**config.mk**
```make
export PLATFORM = sky130hd
export DESIGN_NAME = power_up_serial_reporter_flat
export DESIGN_NICKNAME = d
export VERILOG_FILES = /design/src/rtl/power_up_report_pkg.sv /design/src/rtl/power_up_report_link.sv /design/src/rtl/report_fifo.sv /design/src/rtl/power_up_serial_reporter.sv /design/src/flat_wrapper.sv
export SDC_FILE = /design/constraint.sdc
export NUM_CORES = 1
export LEC_CHECK = 0
export ABC_CLOCK_PERIOD_IN_PS = 10600
export BUFFER_PORTS_ARGS = -buffer_cell sky130_fd_sc_hd__buf_2
export CAP_MARGIN = 20
export CORE_MARGIN = 4
export CORE_UTILIZATION = 54
export CTS_CLUSTER_SIZE = 24
export DETAILED_ROUTE_END_ITERATION = 6
export PLACE_DENSITY_LB_ADDON = 0.3
export SETUP_SLACK_MARGIN = 0.2
export SYNTH_ARGS = -nofsm -noshare
export SYNTH_HDL_FRONTEND = slang
export SYNTH_HIERARCHICAL = 1
export SYNTH_SLANG_ARGS = --single-unit
```
**constraint.sdc**
```tcl
create_clock -name clk_in -period 10.6 [get_ports clk_in]
set_input_delay 0.53 -clock clk_in [delete_from_list [all_inputs] [get_ports clk_in]]
set_output_delay 0.53 -clock clk_in [all_outputs]
set_load 0.01 [all_outputs]
```
**src/rtl/power_up_report_pkg.sv**
```systemverilog
/*
  Shared constants for the power-up serial report: timing, characters,
  report step sequence and checksum arithmetic.
  Assumes a single 125 MHz clock on both ends of the link.
*/
package power_up_report_pkg;
  // ------------------------------------------------------------------
  // Timing
  // ------------------------------------------------------------------
  localparam int CLK_HZ         = 125000000;
  localparam int BAUD_BPS       = 1200;
  localparam int BIT_CYCLES_DEF = CLK_HZ / BAUD_BPS;
  localparam int POWERUP_MS     = 100;
  localparam int POWERUP_CYCLES_DEF = POWERUP_MS * (CLK_HZ / 1000);
  localparam int FRAME_BITS     = 10;
  localparam int CHAR_W         = 8;
  localparam int FIFO_DEPTH     = 16;
  localparam int COND_DIGITS    = 6;
  // ------------------------------------------------------------------
  // Characters
  // ------------------------------------------------------------------
  localparam logic [7:0] CHAR_TAB   = 8'h09;
  localparam logic [7:0] CHAR_CR    = 8'h0d;
  localparam logic [7:0] CHAR_LF    = 8'h0a;
  localparam logic [7:0] CHAR_SPACE = 8'h20;
  localparam logic [7:0] CHAR_MINUS = 8'h2d;
  localparam logic [7:0] CHAR_POINT = 8'h2e;
  localparam logic [7:0] CHAR_ZERO  = 8'h30;
  localparam logic [7:0] ADDR_ZERO  = 8'h30;
  localparam logic [7:0] CSUM_OFFSET = 8'h20;
  // ------------------------------------------------------------------
  // Report steps, in send order
  // ------------------------------------------------------------------
  localparam logic [4:0] STEP_TAB    = 5'h00;
  localparam logic [4:0] STEP_COND   = 5'h01;
  localparam logic [4:0] STEP_SPACE  = 5'h07;
  localparam logic [4:0] STEP_SIGN   = 5'h08;
  localparam logic [4:0] STEP_TENS   = 5'h09;
  localparam logic [4:0] STEP_UNITS  = 5'h0a;
  localparam logic [4:0] STEP_POINT  = 5'h0b;
  localparam logic [4:0] STEP_TENTHS = 5'h0c;
  localparam logic [4:0] STEP_CR1    = 5'h0d;
  localparam logic [4:0] STEP_TYPE   = 5'h0e;
  localparam logic [4:0] STEP_CSUM   = 5'h0f;
  localparam logic [4:0] STEP_CR2    = 5'h10;
  localparam logic [4:0] STEP_LF     = 5'h11;
endpackage

```
**src/rtl/power_up_report_link.sv**
```systemverilog
/*
  The single data line between the sensor end and the receiver end.
  Assumes the sensor end always drives the line; no bus sharing.
*/
`timescale 1ns/100ps
`default_nettype none
interface power_up_report_link;
  logic data_line;
  modport device (output data_line);
  modport host   (input  data_line);
endinterface
`default_nettype wire

```
**src/rtl/report_fifo.sv**
```systemverilog
/*
  Small synchronous FIFO with valid/ready on both sides.
  Assumes one clock; DEPTH must be a power of two.
*/
`timescale 1ns/100ps
`default_nettype none
module report_fifo #(
  parameter int WIDTH = 8,
  parameter int DEPTH = 16
) (
  input  wire logic             clk_in,
  input  wire logic             resetn_in,
  input  wire logic             in_valid_in,
  input  wire logic [WIDTH-1:0] in_data_in,
  output logic                  in_ready_out,
  output logic                  out_valid_out,
  output logic      [WIDTH-1:0] out_data_out,
  input  wire logic             out_ready_in
);
  localparam int AW = $clog2(DEPTH);

  if (DEPTH < 2 || (1 << AW) != DEPTH) begin : g_chk
    $error("report_fifo: DEPTH must be a power of two, at least 2");
  end

  typedef struct packed {
    logic [DEPTH-1:0][WIDTH-1:0] mem;
    logic [AW:0]                 wr;
    logic [AW:0]                 rd;
  } fifo_state_t;

  fifo_state_t state_r;
  fifo_state_t state_nxt;
  logic        full;
  logic        empty;

  // ------------------------------------------------------------------
  // Pointers with a wrap bit tell full from empty
  // ------------------------------------------------------------------
  always_comb begin
    state_nxt = state_r;
    full  = (state_r.wr[AW-1:0] == state_r.rd[AW-1:0]) &&
            (state_r.wr[AW] != state_r.rd[AW]);
    empty = (state_r.wr == state_r.rd);
    if (in_valid_in && !full) begin
      state_nxt.mem[state_r.wr[AW-1:0]] = in_data_in;
      state_nxt.wr = state_r.wr + 1'b1;
    end
    if (out_ready_in && !empty) begin
      state_nxt.rd = state_r.rd + 1'b1;
    end
  end

  always_ff @(posedge clk_in or negedge resetn_in) begin
    if (!resetn_in) begin
      state_r <= '0;
    end else begin
      state_r <= state_nxt;
    end
  end

  assign in_ready_out  = !full;
  assign out_valid_out = !empty;
  assign out_data_out  = state_r.mem[state_r.rd[AW-1:0]];
endmodule // report_fifo
`default_nettype wire

```
**src/rtl/power_up_serial_reporter.sv**
```systemverilog
/*
  Sensor end of the power-up report link: holds the line low while
  measuring, raises it, then, if the stored address is zero, sends one
  ASCII report at 1200 baud 8N1, and falls into command mode until the next power cycle.
  Assumes reset is the power cycle and the measurement values arrive
  as BCD with a one-cycle done strobe.
*/
// Overview of operation
// (RULE_01) Report only when stored address is zero
// (RULE_02) Characters sent at 1200 bits per second
// (RULE_03) Start bit, 8 data LSB first, stop
// (RULE_04) Line active high, never inverted
// (RULE_05) Line raised high within 100 ms
// (RULE_06) Line held low while measuring
// (RULE_07) Report starts unrequested once reading done
// (RULE_08) Receiver ignores edges before first start bit
// (RULE_09) After last character enter command mode
// (RULE_10) One report per power cycle only
// (RULE_11) Frame opens with a tab
// (RULE_12) Conductivity as decimal digits, uS/cm
// (RULE_13) Space, then temperature with one decimal
// (RULE_14) Carriage return after temperature
// (RULE_15) Sensor-type character follows
// (RULE_16) Checksum covers tab through type char
// (RULE_17) Checksum is sum mod 64 plus 32
// (RULE_18) Frame ends with CR then LF
// (RULE_19) Power alone starts measurement and report
// (RULE_20) Line idles high before and between characters
`timescale 1ns/100ps
`default_nettype none
module power_up_serial_reporter
  import power_up_report_pkg::*;
#(
  parameter int         BIT_CYCLES     = BIT_CYCLES_DEF,
  parameter int         POWERUP_CYCLES = POWERUP_CYCLES_DEF,
  // Arbitrary neutral sensor-type code
  parameter logic [7:0] SENSOR_TYPE    = 8'h61
) (
  input  wire logic        clk_in,
  input  wire logic        resetn_in,
  input  wire logic [7:0]  address_in,
  input  wire logic        meas_done_in,
  input  wire logic [23:0] cond_bcd_in,
  input  wire logic        temp_neg_in,
  input  wire logic [11:0] temp_bcd_in,
  output logic             measuring_out,
  output logic             cmd_mode_out,
  power_up_report_link.device link
);
  if (BIT_CYCLES < 2 || BIT_CYCLES > 131071) begin : g_chk_bit
    $error("power_up_serial_reporter: BIT_CYCLES out of range");
  end
  if (POWERUP_CYCLES < 1 || POWERUP_CYCLES > 16777215) begin : g_chk_pu
    $error("power_up_serial_reporter: POWERUP_CYCLES out of range");
  end

  typedef enum logic [2:0] {
    PH_MEASURE, PH_ANNOUNCE, PH_SEND, PH_DRAIN, PH_CMD
  } phase_t;

  typedef struct packed {
    phase_t      phase;
    logic [23:0] timer;
    logic        meas_ok;
    logic [23:0] cond;
    logic        neg;
    logic [11:0] temp;
    logic [4:0]  step;
    logic [5:0]  sum;
    logic        tx_busy;
    logic [16:0] baud;
    logic [3:0]  bits;
    logic [9:0]  shift;
    logic        line;
    logic        measuring;
    logic        cmd;
  } dev_state_t;

  dev_state_t  state_r;
  dev_state_t  state_nxt;
  logic [7:0]  ch;
  logic        skip;
  logic        push_valid;
  logic        push_ready;
  logic        pop_valid;
  logic [7:0]  pop_data;
  logic        pop_ready;

  // ------------------------------------------------------------------
  // Character buffer between report builder and shifter
  // ------------------------------------------------------------------
  // Decouples building from the slow line; builder stalls when full
  report_fifo #(
    .WIDTH (CHAR_W),
    .DEPTH (FIFO_DEPTH)
  ) u_fifo (
    .clk_in        (clk_in),
    .resetn_in     (resetn_in),
    .in_valid_in   (push_valid),
    .in_data_in    (ch),
    .in_ready_out  (push_ready),
    .out_valid_out (pop_valid),
    .out_data_out  (pop_data),
    .out_ready_in  (pop_ready)
  );

  // ------------------------------------------------------------------
  // Report character of the current step
  // ------------------------------------------------------------------
  function automatic logic [8:0] report_char(input dev_state_t s);
    logic [7:0] c;
    logic       sk;
    int         d;
    c  = CHAR_TAB;
    sk = 1'b0;
    d  = 0;
    if (s.step >= STEP_COND && s.step < STEP_SPACE) begin
      d  = int'(s.step - STEP_COND);
      c  = CHAR_ZERO + {4'h0, s.cond[(COND_DIGITS-1-d)*4 +: 4]}; // [RULE_12]
      // Leading zeros dropped, last digit always sent
      sk = (d < COND_DIGITS-1) &&
           ((s.cond >> ((COND_DIGITS-1-d)*4)) == 24'h000000);
    end else begin
      case (s.step)
        STEP_TAB:    c = CHAR_TAB; // [RULE_11]
        STEP_SPACE:  c = CHAR_SPACE; // [RULE_13]
        STEP_SIGN: begin
          c  = CHAR_MINUS;
          sk = !s.neg;
        end
        STEP_TENS: begin
          c  = CHAR_ZERO + {4'h0, s.temp[11:8]};
          sk = (s.temp[11:8] == 4'h0);
        end
        STEP_UNITS:  c = CHAR_ZERO + {4'h0, s.temp[7:4]}; // [RULE_13]
        STEP_POINT:  c = CHAR_POINT;
        STEP_TENTHS: c = CHAR_ZERO + {4'h0, s.temp[3:0]};
        STEP_CR1:    c = CHAR_CR; // [RULE_14]
        STEP_TYPE:   c = SENSOR_TYPE; // [RULE_15]
        STEP_CSUM:   c = CSUM_OFFSET + {2'b00, s.sum}; // [RULE_17]
        STEP_CR2:    c = CHAR_CR; // [RULE_18]
        STEP_LF:     c = CHAR_LF; // [RULE_18]
        default:     c = CHAR_TAB;
      endcase
    end
    return {sk, c};
  endfunction

  // ------------------------------------------------------------------
  // Next state
  // ------------------------------------------------------------------
  always_comb begin
    state_nxt  = state_r;
    {skip, ch} = report_char(state_r);
    push_valid = (state_r.phase == PH_SEND) && !skip;
    pop_ready  = !state_r.tx_busy;

    unique case (state_r.phase)
      PH_MEASURE: begin
        // Power alone starts the reading
        state_nxt.timer = state_r.timer + 24'h000001; // [RULE_19]
        if (meas_done_in) begin
          state_nxt.meas_ok = 1'b1;
          state_nxt.cond    = cond_bcd_in;
          state_nxt.neg     = temp_neg_in;
          state_nxt.temp    = temp_bcd_in;
        end
        // Raise at reading end, or at the deadline at the latest
        if (meas_done_in ||
            state_r.timer == 24'(POWERUP_CYCLES - 1)) begin // [RULE_05]
          state_nxt.phase = PH_ANNOUNCE;
        end
      end
      PH_ANNOUNCE: begin
        if (meas_done_in && !state_r.meas_ok) begin
          state_nxt.meas_ok = 1'b1;
          state_nxt.cond    = cond_bcd_in;
          state_nxt.neg     = temp_neg_in;
          state_nxt.temp    = temp_bcd_in;
        end
        if (state_r.meas_ok) begin
          state_nxt.step = STEP_TAB;
          state_nxt.sum  = 6'h00;
          if (address_in == ADDR_ZERO) begin // [RULE_01]
            state_nxt.phase = PH_SEND; // [RULE_07]
          end else begin
            state_nxt.phase = PH_CMD;
            state_nxt.cmd   = 1'b1;
          end
        end
      end
      PH_SEND: begin
        if (skip || push_ready) begin
          // Low six bits suffice for a modulo-64 sum
          if (!skip && state_r.step <= STEP_TYPE) begin
            state_nxt.sum = state_r.sum + ch[5:0]; // [RULE_16] [RULE_17]
          end
          if (state_r.step == STEP_LF) begin
            state_nxt.phase = PH_DRAIN;
          end else begin
            state_nxt.step = state_r.step + 5'h01;
          end
        end
      end
      PH_DRAIN: begin
        if (!pop_valid && !state_r.tx_busy) begin
          state_nxt.phase = PH_CMD; // [RULE_09]
          state_nxt.cmd   = 1'b1;
        end
      end
      PH_CMD: begin
        // Only a power cycle leaves this phase
        state_nxt.cmd = 1'b1; // [RULE_10]
      end
    endcase

    // Shifter: start, 8 data LSB first, stop
    if (!state_r.tx_busy) begin
      if (pop_valid) begin
        state_nxt.tx_busy = 1'b1;
        state_nxt.shift   = {1'b1, pop_data, 1'b0}; // [RULE_03]
        state_nxt.bits    = 4'h0;
        state_nxt.baud    = 17'h00000;
      end
    end else if (state_r.baud == 17'(BIT_CYCLES - 1)) begin // [RULE_02]
      state_nxt.baud  = 17'h00000;
      state_nxt.shift = {1'b1, state_r.shift[9:1]};
      if (state_r.bits == 4'(FRAME_BITS - 1)) begin
        state_nxt.tx_busy = 1'b0;
      end else begin
        state_nxt.bits = state_r.bits + 4'h1;
      end
    end else begin
      state_nxt.baud = state_r.baud + 17'h00001;
    end

    // Low while measuring, else idle high unless shifting
    if (state_nxt.phase == PH_MEASURE) begin
      state_nxt.line = 1'b0; // [RULE_06]
    end else if (state_nxt.tx_busy) begin
      state_nxt.line = state_nxt.shift[0]; // [RULE_04]
    end else begin
      state_nxt.line = 1'b1; // [RULE_20]
    end
    state_nxt.measuring = (state_nxt.phase == PH_MEASURE);
  end

  // ------------------------------------------------------------------
  // State register
  // ------------------------------------------------------------------
  always_ff @(posedge clk_in or negedge resetn_in) begin
    if (!resetn_in) begin
      state_r           <= '0;
      state_r.phase     <= PH_MEASURE;
      state_r.measuring <= 1'b1;
    end else begin
      state_r <= state_nxt;
    end
  end

  assign link.data_line = state_r.line;
  assign measuring_out  = state_r.measuring;
  assign cmd_mode_out   = state_r.cmd;
endmodule // power_up_serial_reporter
`default_nettype wire

```
**src/flat_wrapper.sv**
```systemverilog
// flat-port wrapper written by rule: the top's interface ports become plain ports
module power_up_serial_reporter_flat import power_up_report_pkg::*;
#(
  parameter int         BIT_CYCLES     = BIT_CYCLES_DEF,
  parameter int         POWERUP_CYCLES = POWERUP_CYCLES_DEF,
                                       
  parameter logic [7:0] SENSOR_TYPE    = 8'h61
)
  (clk_in, resetn_in, address_in, meas_done_in, cond_bcd_in, temp_neg_in, temp_bcd_in, measuring_out, cmd_mode_out, link_data_line);
  power_up_report_link link_i ();
  input  wire logic clk_in;
  input  wire logic resetn_in;
  input  wire logic [7:0] address_in;
  input  wire logic meas_done_in;
  input  wire logic [23:0] cond_bcd_in;
  input  wire logic temp_neg_in;
  input  wire logic [11:0] temp_bcd_in;
  output logic measuring_out;
  output logic cmd_mode_out;
  output wire logic [$bits(link_i.data_line)-1:0] link_data_line;
  assign link_data_line = link_i.data_line;
  power_up_serial_reporter #(.BIT_CYCLES(BIT_CYCLES), .POWERUP_CYCLES(POWERUP_CYCLES), .SENSOR_TYPE(SENSOR_TYPE)) u_core (.clk_in(clk_in), .resetn_in(resetn_in), .address_in(address_in), .meas_done_in(meas_done_in), .cond_bcd_in(cond_bcd_in), .temp_neg_in(temp_neg_in), .temp_bcd_in(temp_bcd_in), .measuring_out(measuring_out), .cmd_mode_out(cmd_mode_out), .link(link_i));
endmodule
```
==> results of run 1 <==
==> Yosys cell counts (20+ instances only) <==
cell and n:
dfrtp_1 248, mux2_2 181, nand2_1 73, nor2_1 47, o21ai_0 44, clkbuf_1 36
nand3_1 31, a21oi_1 28, mux2i_1 28, xnor2_1 26, inv_1 24, nor2b_1 23
ha_1 22, nand2b_1 20, xor2_1 20
==> power groups by stage <==
stage                     Sequential [mW]  Combinational, mW  Clock (mW)
after floorplan                     0.969            0.00228           0
after global placement              0.969             0.0307           0
after detailed placement            0.969             0.0309           0
after CTS                           0.952             0.0310        1.01
after global routing                0.951             0.0349        1.06
final                               0.952             0.0296       0.988
==> final cells by class <==
class	instances	share of cell area
Tap cell	319	0.0278
Clock buffer	40	0.0596
Multi-Input combinational cell	782	0.442
Clock inverter	11	0.00792
Sequential cell	249	0.434
Inverter	24	0.00627
Timing Repair Buffer	59	0.0228
==> per-stage QoR <==
step           hold slack, ns  setup slack [ns]   util
2_1_floorplan           0.234              6.28      -
3_3_place_gp            0.449              4.87  0.567
3_5_place_dp            0.451              4.65  0.567
4_1_cts                0.0908              4.68  0.608
5_1_grt                 0.118              4.32  0.609
6_report               0.0522              4.73  0.609
==> worst paths after layout <==
check,slack (ns),end,start,cells past startpoint
worst max-delay path,4.73,u_core/u_fifo/state_r[122],u_core/state_r[41],13
worst min-delay path,0.05,u_core/state_r[61],resetn_in,1
worst max register to register,4.73,u_core/u_fifo/state_r[122],u_core/state_r[41],13
worst min register to register,0.46,u_core/state_r[107],u_core/state_r[107],1
max in group asynchronous,8.40,u_core/u_fifo/state_r[41],resetn_in,3
min in group clk_in,0.22,u_core/state_r[53],temp_bcd_in[7],2
==> cell families (layout without fill, tap and decap cells) <==
family	Yosys count	count (layout)
other cells	1	7
compound gates	195	195
flops	249	249
buf+inv	95	134
fa+ha+maj	23	23
simple gates	286	286
mux	225	225
xor+xnor	46	46
==> worst reg2reg max path, cell delays in order (launching register included) <==
cell      delay (ns)
dfrtp_1         0.92
inv_1           0.31
ha_1            0.86
inv_1           0.21
ha_1            0.44
nand2b_1        0.23
o22a_1          0.23
o21ai_0         0.15
nand4b_1        0.19
o21ai_2         0.18
nor2_1          0.92
nand4_1         0.35
a21oi_4         0.40
mux2_2          0.38
==> sequential cells by signal, indices dropped and copies added, names as in the netlist <==
register,flops
u_core/cmd_mode_out,1
u_core/link.data_line,1
u_core/measuring_out,1
u_core/state_r,108
u_core/u_fifo/state_r,138
==> routing by layer <==
| layer | global-route usage | up-vias | routed length (um) |
|---|---|---|---|
| li1 | - | 4135 | - |
| met1 | 0.321 | 4535 | 12800 |
| met2 | 0.342 | 260 | 13300 |
| met3 | 0.0320 | 62 | 1490 |
| met4 | 0.0583 | 0 | 741 |
| met5 | 0 | - | 0 |
==> impl_metrics.yaml, run 1 <==
run_status:
  run_status: "complete, no violations"
floorplanning:
  die_x_um: 163
  design.portCount: 51
  die_area_um2: 26700
  chipHeight_um: 163
  initial_core_util: 0.551
  core_area_um2: 23600
  fp-row-count: 56
routing:
  drt-wirelength-per-cell_um: 19.1
  drcViolationCount: 0
  antenna_left: 0
  via_count: 8992
  routed_via_density: 6.06
  wl_um: 28300
  detail_route.first_pass.iterations: 5
  drt_first_iter_violations: 886
critical_path:
  critPathRequiredTime_ns: 11.02
  critical_path_arrival_ns: 6.28
  cp.buffers_inverters: 2
  critPathCaptureType: "register"
  criticalPathCategory: "register to register"
  critical_path.slowest_cell: "dfrtp_1"
  crit_path_max_fanout: 26
  cpPeakStageDelay_ns: 0.92
  cp_top_family: "simple AND/OR/NAND/NOR gates"
  worstPathCellList: "inv_1 -> ha_1 -> inv_1 -> ha_1 -> nand2b_1 -> o22a_1 -> o21ai_0 -> nand4b_1 -> o21ai_2 -> nor2_1 -> nand4_1 -> a21oi_4 -> mux2_2"
  critical_path.startpoint_type: "register"
cts:
  ctsRootBufferMaster: "clkbuf_16"
  clock_insertion_delay_worst_skew_ns: 0.53
  clkSlewWorstSetupHoldPaths_ns: 0.06
  cts_tree: "yes"
  htree_levels: 1
  cells_resized_by_post_cts_repair: 0
  cts.path.max_buffers: 3
  cts.hold.buffers_added: 0
  clkSinkCount: 249
  cts-buffers-inserted: 28
  post_cts_buffers: 0
synth:
  synth_fa_ha_area_frac: 0.0227
  synth_area_per_cell_um2: 11.6
  synth_top_family_by_area: "multiplexers"
  ys.flop_type: "dfrtp_1"
  muxShareOfSynthArea: 0.205
  postSynthRegisterBits: 249
  synth_async_sr_flop_share: 1.00
  synth_enable_flop_cells: 0
  synth_top_cells_by_area: "dfrtp_1 (48%), mux2_2 (16%), mux4_2 (2.4%)"
  synth_area_um2: 13000
  synth_warnings: 6
  synth-xor-area-share: 0.0309
  ys_types: 79
  yosys.area.top_type: "dfrtp_1"
  synth_top_cell_area_share: 0.477
  syn-instance-count: 1120
  post_synth_and_or_nand_nor_area_fraction: 0.114
  synth.yosys.seq_area_share: 0.479
  synth-compound-area-share: 0.111
global_routing:
  vias_in_the_first_global_route: 9033
  grt_antenna_before_repair: 0
  grt_max_degree: 121
  global_route.usage.total: 0.218
  gr-total-overflow: 0
  grt_pass1_wl_um: 47400
timing:
  worstMarginPinSlew_ns: 1.17
  hold_viol: 0
  fmax_mhz: 170
  final_worst_path_cycle_share: 0.554
  setup-violations-final: 0
  grt_setup_unrepaired: "false"
  final_max_slew_viol_count: 0
  final.min_clock_period_ns: 5.87
  finalSetupTns_ns: 0
  slew_headroom: 0.201
  finClkSkew_ns: 0.00852
placed_design:
  numPortBuffers: 50
  placed_cells_incl_taps: 1432
  detailed_place_hpwl_um: 18500
  gp_routability_congestion: 0.859
  placedInstanceArea_um2: 13400
power:
  comb_power_share: 0.015
  power.sequential.fraction: 0.483
  p_sw_frac: 0.204
  power_density_nw_per_um2: 137
  power_leakage_nw: 6.71
  intPower_mw: 1.57
  power_frac_clock: 0.502
  design_power_total_mw: 1.97
  power.switching_mw: 0.401
  worst_ir_drop_vdd_mv: 0.131
finish:
  layout_common_cells: "dfrtp_1 (247), mux2_2 (181), nand2_1 (73), buf_2 (49), nor2_1 (47)"
  multi_input_logic_area_um2: 6350
  nNetsFinal: 1215
  post_route_cells_drive_above_1_share: 0.290
  fillers: 1885
  area_growth_synth_to_finish_pct: 10.4
  layout_commonest_cell: "dfrtp_1"
  area.sequential_um2: 6230
  design_area_um2: 14400
  diodes: 0
  post_layout_nonfiller_instances: 1484
min_path:
  hold_path_class: "input port to asynchronous set/reset pin"
run:
  maxCapViolations: 0
Note: power is estimated with default switching activity, not from simulation.
==> run 2: changes to the inputs <==
--- a/config.mk
+++ b/config.mk
@@ -5,7 +5,7 @@
 export SDC_FILE = /design/constraint.sdc
 export NUM_CORES = 1
 export LEC_CHECK = 0
-export ABC_CLOCK_PERIOD_IN_PS = 10600
+export ABC_CLOCK_PERIOD_IN_PS = 5200
 export BUFFER_PORTS_ARGS = -buffer_cell sky130_fd_sc_hd__buf_2
 export CAP_MARGIN = 20
 export CORE_MARGIN = 4
==> constraint.sdc (replaced) <==
create_clock -name clk_in -period 5.2 [get_ports clk_in]
set_input_delay 0.26 -clock clk_in [delete_from_list [all_inputs] [get_ports clk_in]]
set_output_delay 0.26 -clock clk_in [all_outputs]
set_load 0.01 [all_outputs]
==> impl_metrics.yaml, run 2 (same netlist as run 1, synthesis figures left out) <==
timing:
  finalSetupTns_ns: 0
  worstMarginPinSlew_ns: 1.05
  final_max_slew_viol_count: 0
  final.min_clock_period_ns: 4.51
  final_worst_path_cycle_share: 0.867
  hold_ws_ns: 0.100
  setup-violations-final: 0
  hold_viol: 0
  grt_setup_unrepaired: "false"
  slew_headroom: 0.284
  fmax_mhz: 222
  setup_ws_ns: 0.690
  finClkSkew_ns: 0.0134
critical_path:
  crit_path_max_fanout: 18
  critical_path_arrival_ns: 4.95
  critPathCaptureType: "register"
  criticalPathCategory: "register to register"
  critPathRequiredTime_ns: 5.64
  rr_worst_depth: 19
  critical_path.startpoint_type: "register"
placed_design:
  numPortBuffers: 50
  dp_worst_setup_slack_ns: 0.625
  detailed_place_hpwl_um: 18800
  placedInstanceArea_um2: 13400
  placed_cells_incl_taps: 1438
  gp_routability_congestion: 0.905
routing:
  antenna_left: 0
  via_count: 9081
  detail_route.first_pass.iterations: 5
  drt-wirelength-per-cell_um: 19.2
  routed_via_density: 5.95
  drt_first_iter_violations: 700
  wl_um: 29200
  drcViolationCount: 0
finish:
  diodes: 0
  post_layout_nonfiller_instances: 1526
  design_area_um2: 14800
  area_growth_synth_to_finish_pct: 13.4
  post_route_cells_drive_above_1_share: 0.281
  nNetsFinal: 1258
  utilization: 0.625
  largest_reg_flops: 138
  fillers: 1855
  top_regs: "u_core/u_fifo/state_r x138, u_core/state_r x108"
  layout_commonest_cell: "dfrtp_1"
  layout_common_cells: "dfrtp_1 (247), mux2_2 (181), nand2_1 (73), buf_2 (49), nor2_1 (47)"
  area.sequential_um2: 6230
  most_flops_register: "u_core/u_fifo/state_r"
  multi_input_logic_area_um2: 6360
min_path:
  worstHoldPathCells: 3
  hold_path_class: "input port to register"
power:
  power_density_nw_per_um2: 272
  intPower_mw: 3.18
  p_sw_frac: 0.207
  power_leakage_nw: 6.88
  power.switching_mw: 0.828
  comb_power_share: 0.021
  power.sequential.fraction: 0.484
  design_power_total_mw: 4.01
  power_frac_clock: 0.495
  worst_ir_drop_vdd_mv: 0.222
floorplanning:
  design.portCount: 51
  fp-row-count: 56
  core_area_um2: 23600
  initial_core_util: 0.551
  chipHeight_um: 163
  die_area_um2: 26700
  die_x_um: 163
run:
  maxCapViolations: 0
global_routing:
  grtUsageMet3: 0.0320
  grt_antenna_before_repair: 0
  grt_most_used_layer: "met2"
  global_route.usage.total: 0.223
  vias_in_the_first_global_route: 9099
  gr-total-overflow: 0
  grt_pass1_wl_um: 48500
  grt_max_degree: 115
  grt_use_met1: 0.319
  met2_usage: 0.364
cts:
  cts-buffers-inserted: 28
  cts.path.max_buffers: 3
  post_cts_buffers: 0
  clkSlewWorstSetupHoldPaths_ns: 0.06
  htree_levels: 1
  clock_insertion_delay_worst_skew_ns: 0.54
  ctsRootBufferMaster: "clkbuf_16"
  clkSinkCount: 249
  cts_tree: "yes"
run_status:
  run_status: "complete, no violations"
run 2: power by group through the flow:
stage	Sequential [mW]	Combinational, mW	Clock, mW
floorplan	1.98	0.00464	0
global placement	1.98	0.0640	0
detailed placement	1.98	0.0651	0
CTS	1.94	0.0867	2.02
global route	1.94	0.0994	2.11
finish	1.94	0.0853	1.98
run 2: worst paths after layout:
check | slack [ns] | start | endpoint
worst max-delay path | 0.69 | u_core/state_r[42] | u_core/state_r[40]
worst min-delay path | 0.10 | address_in[4] | u_core/state_r[109]
worst max register to register | 0.69 | u_core/state_r[42] | u_core/state_r[40]
worst min register to register | 0.46 | u_core/state_r[96] | u_core/state_r[96]
max in group asynchronous | 3.54 | resetn_in | u_core/state_r[9]
min in group asynchronous | 0.30 | resetn_in | u_core/state_r[59]
run 2: routing by layer:
metal / vias to the layer above / wire [um]
met5: - / 0
met4: 0 / 758
met3: 50 / 1090
met2: 187 / 13800
met1: 4602 / 13600
li1: 4242 / -
run 2: what timing repair did:
action / CTS / global route
endpoints found under the hold margin: 148 / 0
hold buffers: 38 / 0
endpoints found under the setup margin: 0 / 1
gates resized for setup: 0 / 1
run 2: worst max-delay path, stage by stage, from the launching register on:
cell      delay [ns]
dfrtp_1         0.52
inv_1           0.11
ha_1            0.42
buf_4           0.27
inv_1           0.11
ha_1            0.26
xnor2_1         0.15
xnor2_1         0.16
nand4b_1        0.22
and2_2          0.25
inv_1           0.12
a31o_4          0.32
ha_1            0.28
a21o_1          0.18
a21oi_1         0.22
o21bai_1        0.09
a21oi_1         0.17
xor2_1          0.09
or3_1           0.38
o211ai_1        0.10
run 2: area by class of cell:
type	instances	area share
Timing Repair Buffer	102	0.0505
Tap cell	319	0.0270
Multi-Input combinational cell	782	0.431
Clock buffer	38	0.0534
Sequential cell	249	0.422
Clock inverter	12	0.00992
Inverter	24	0.00610
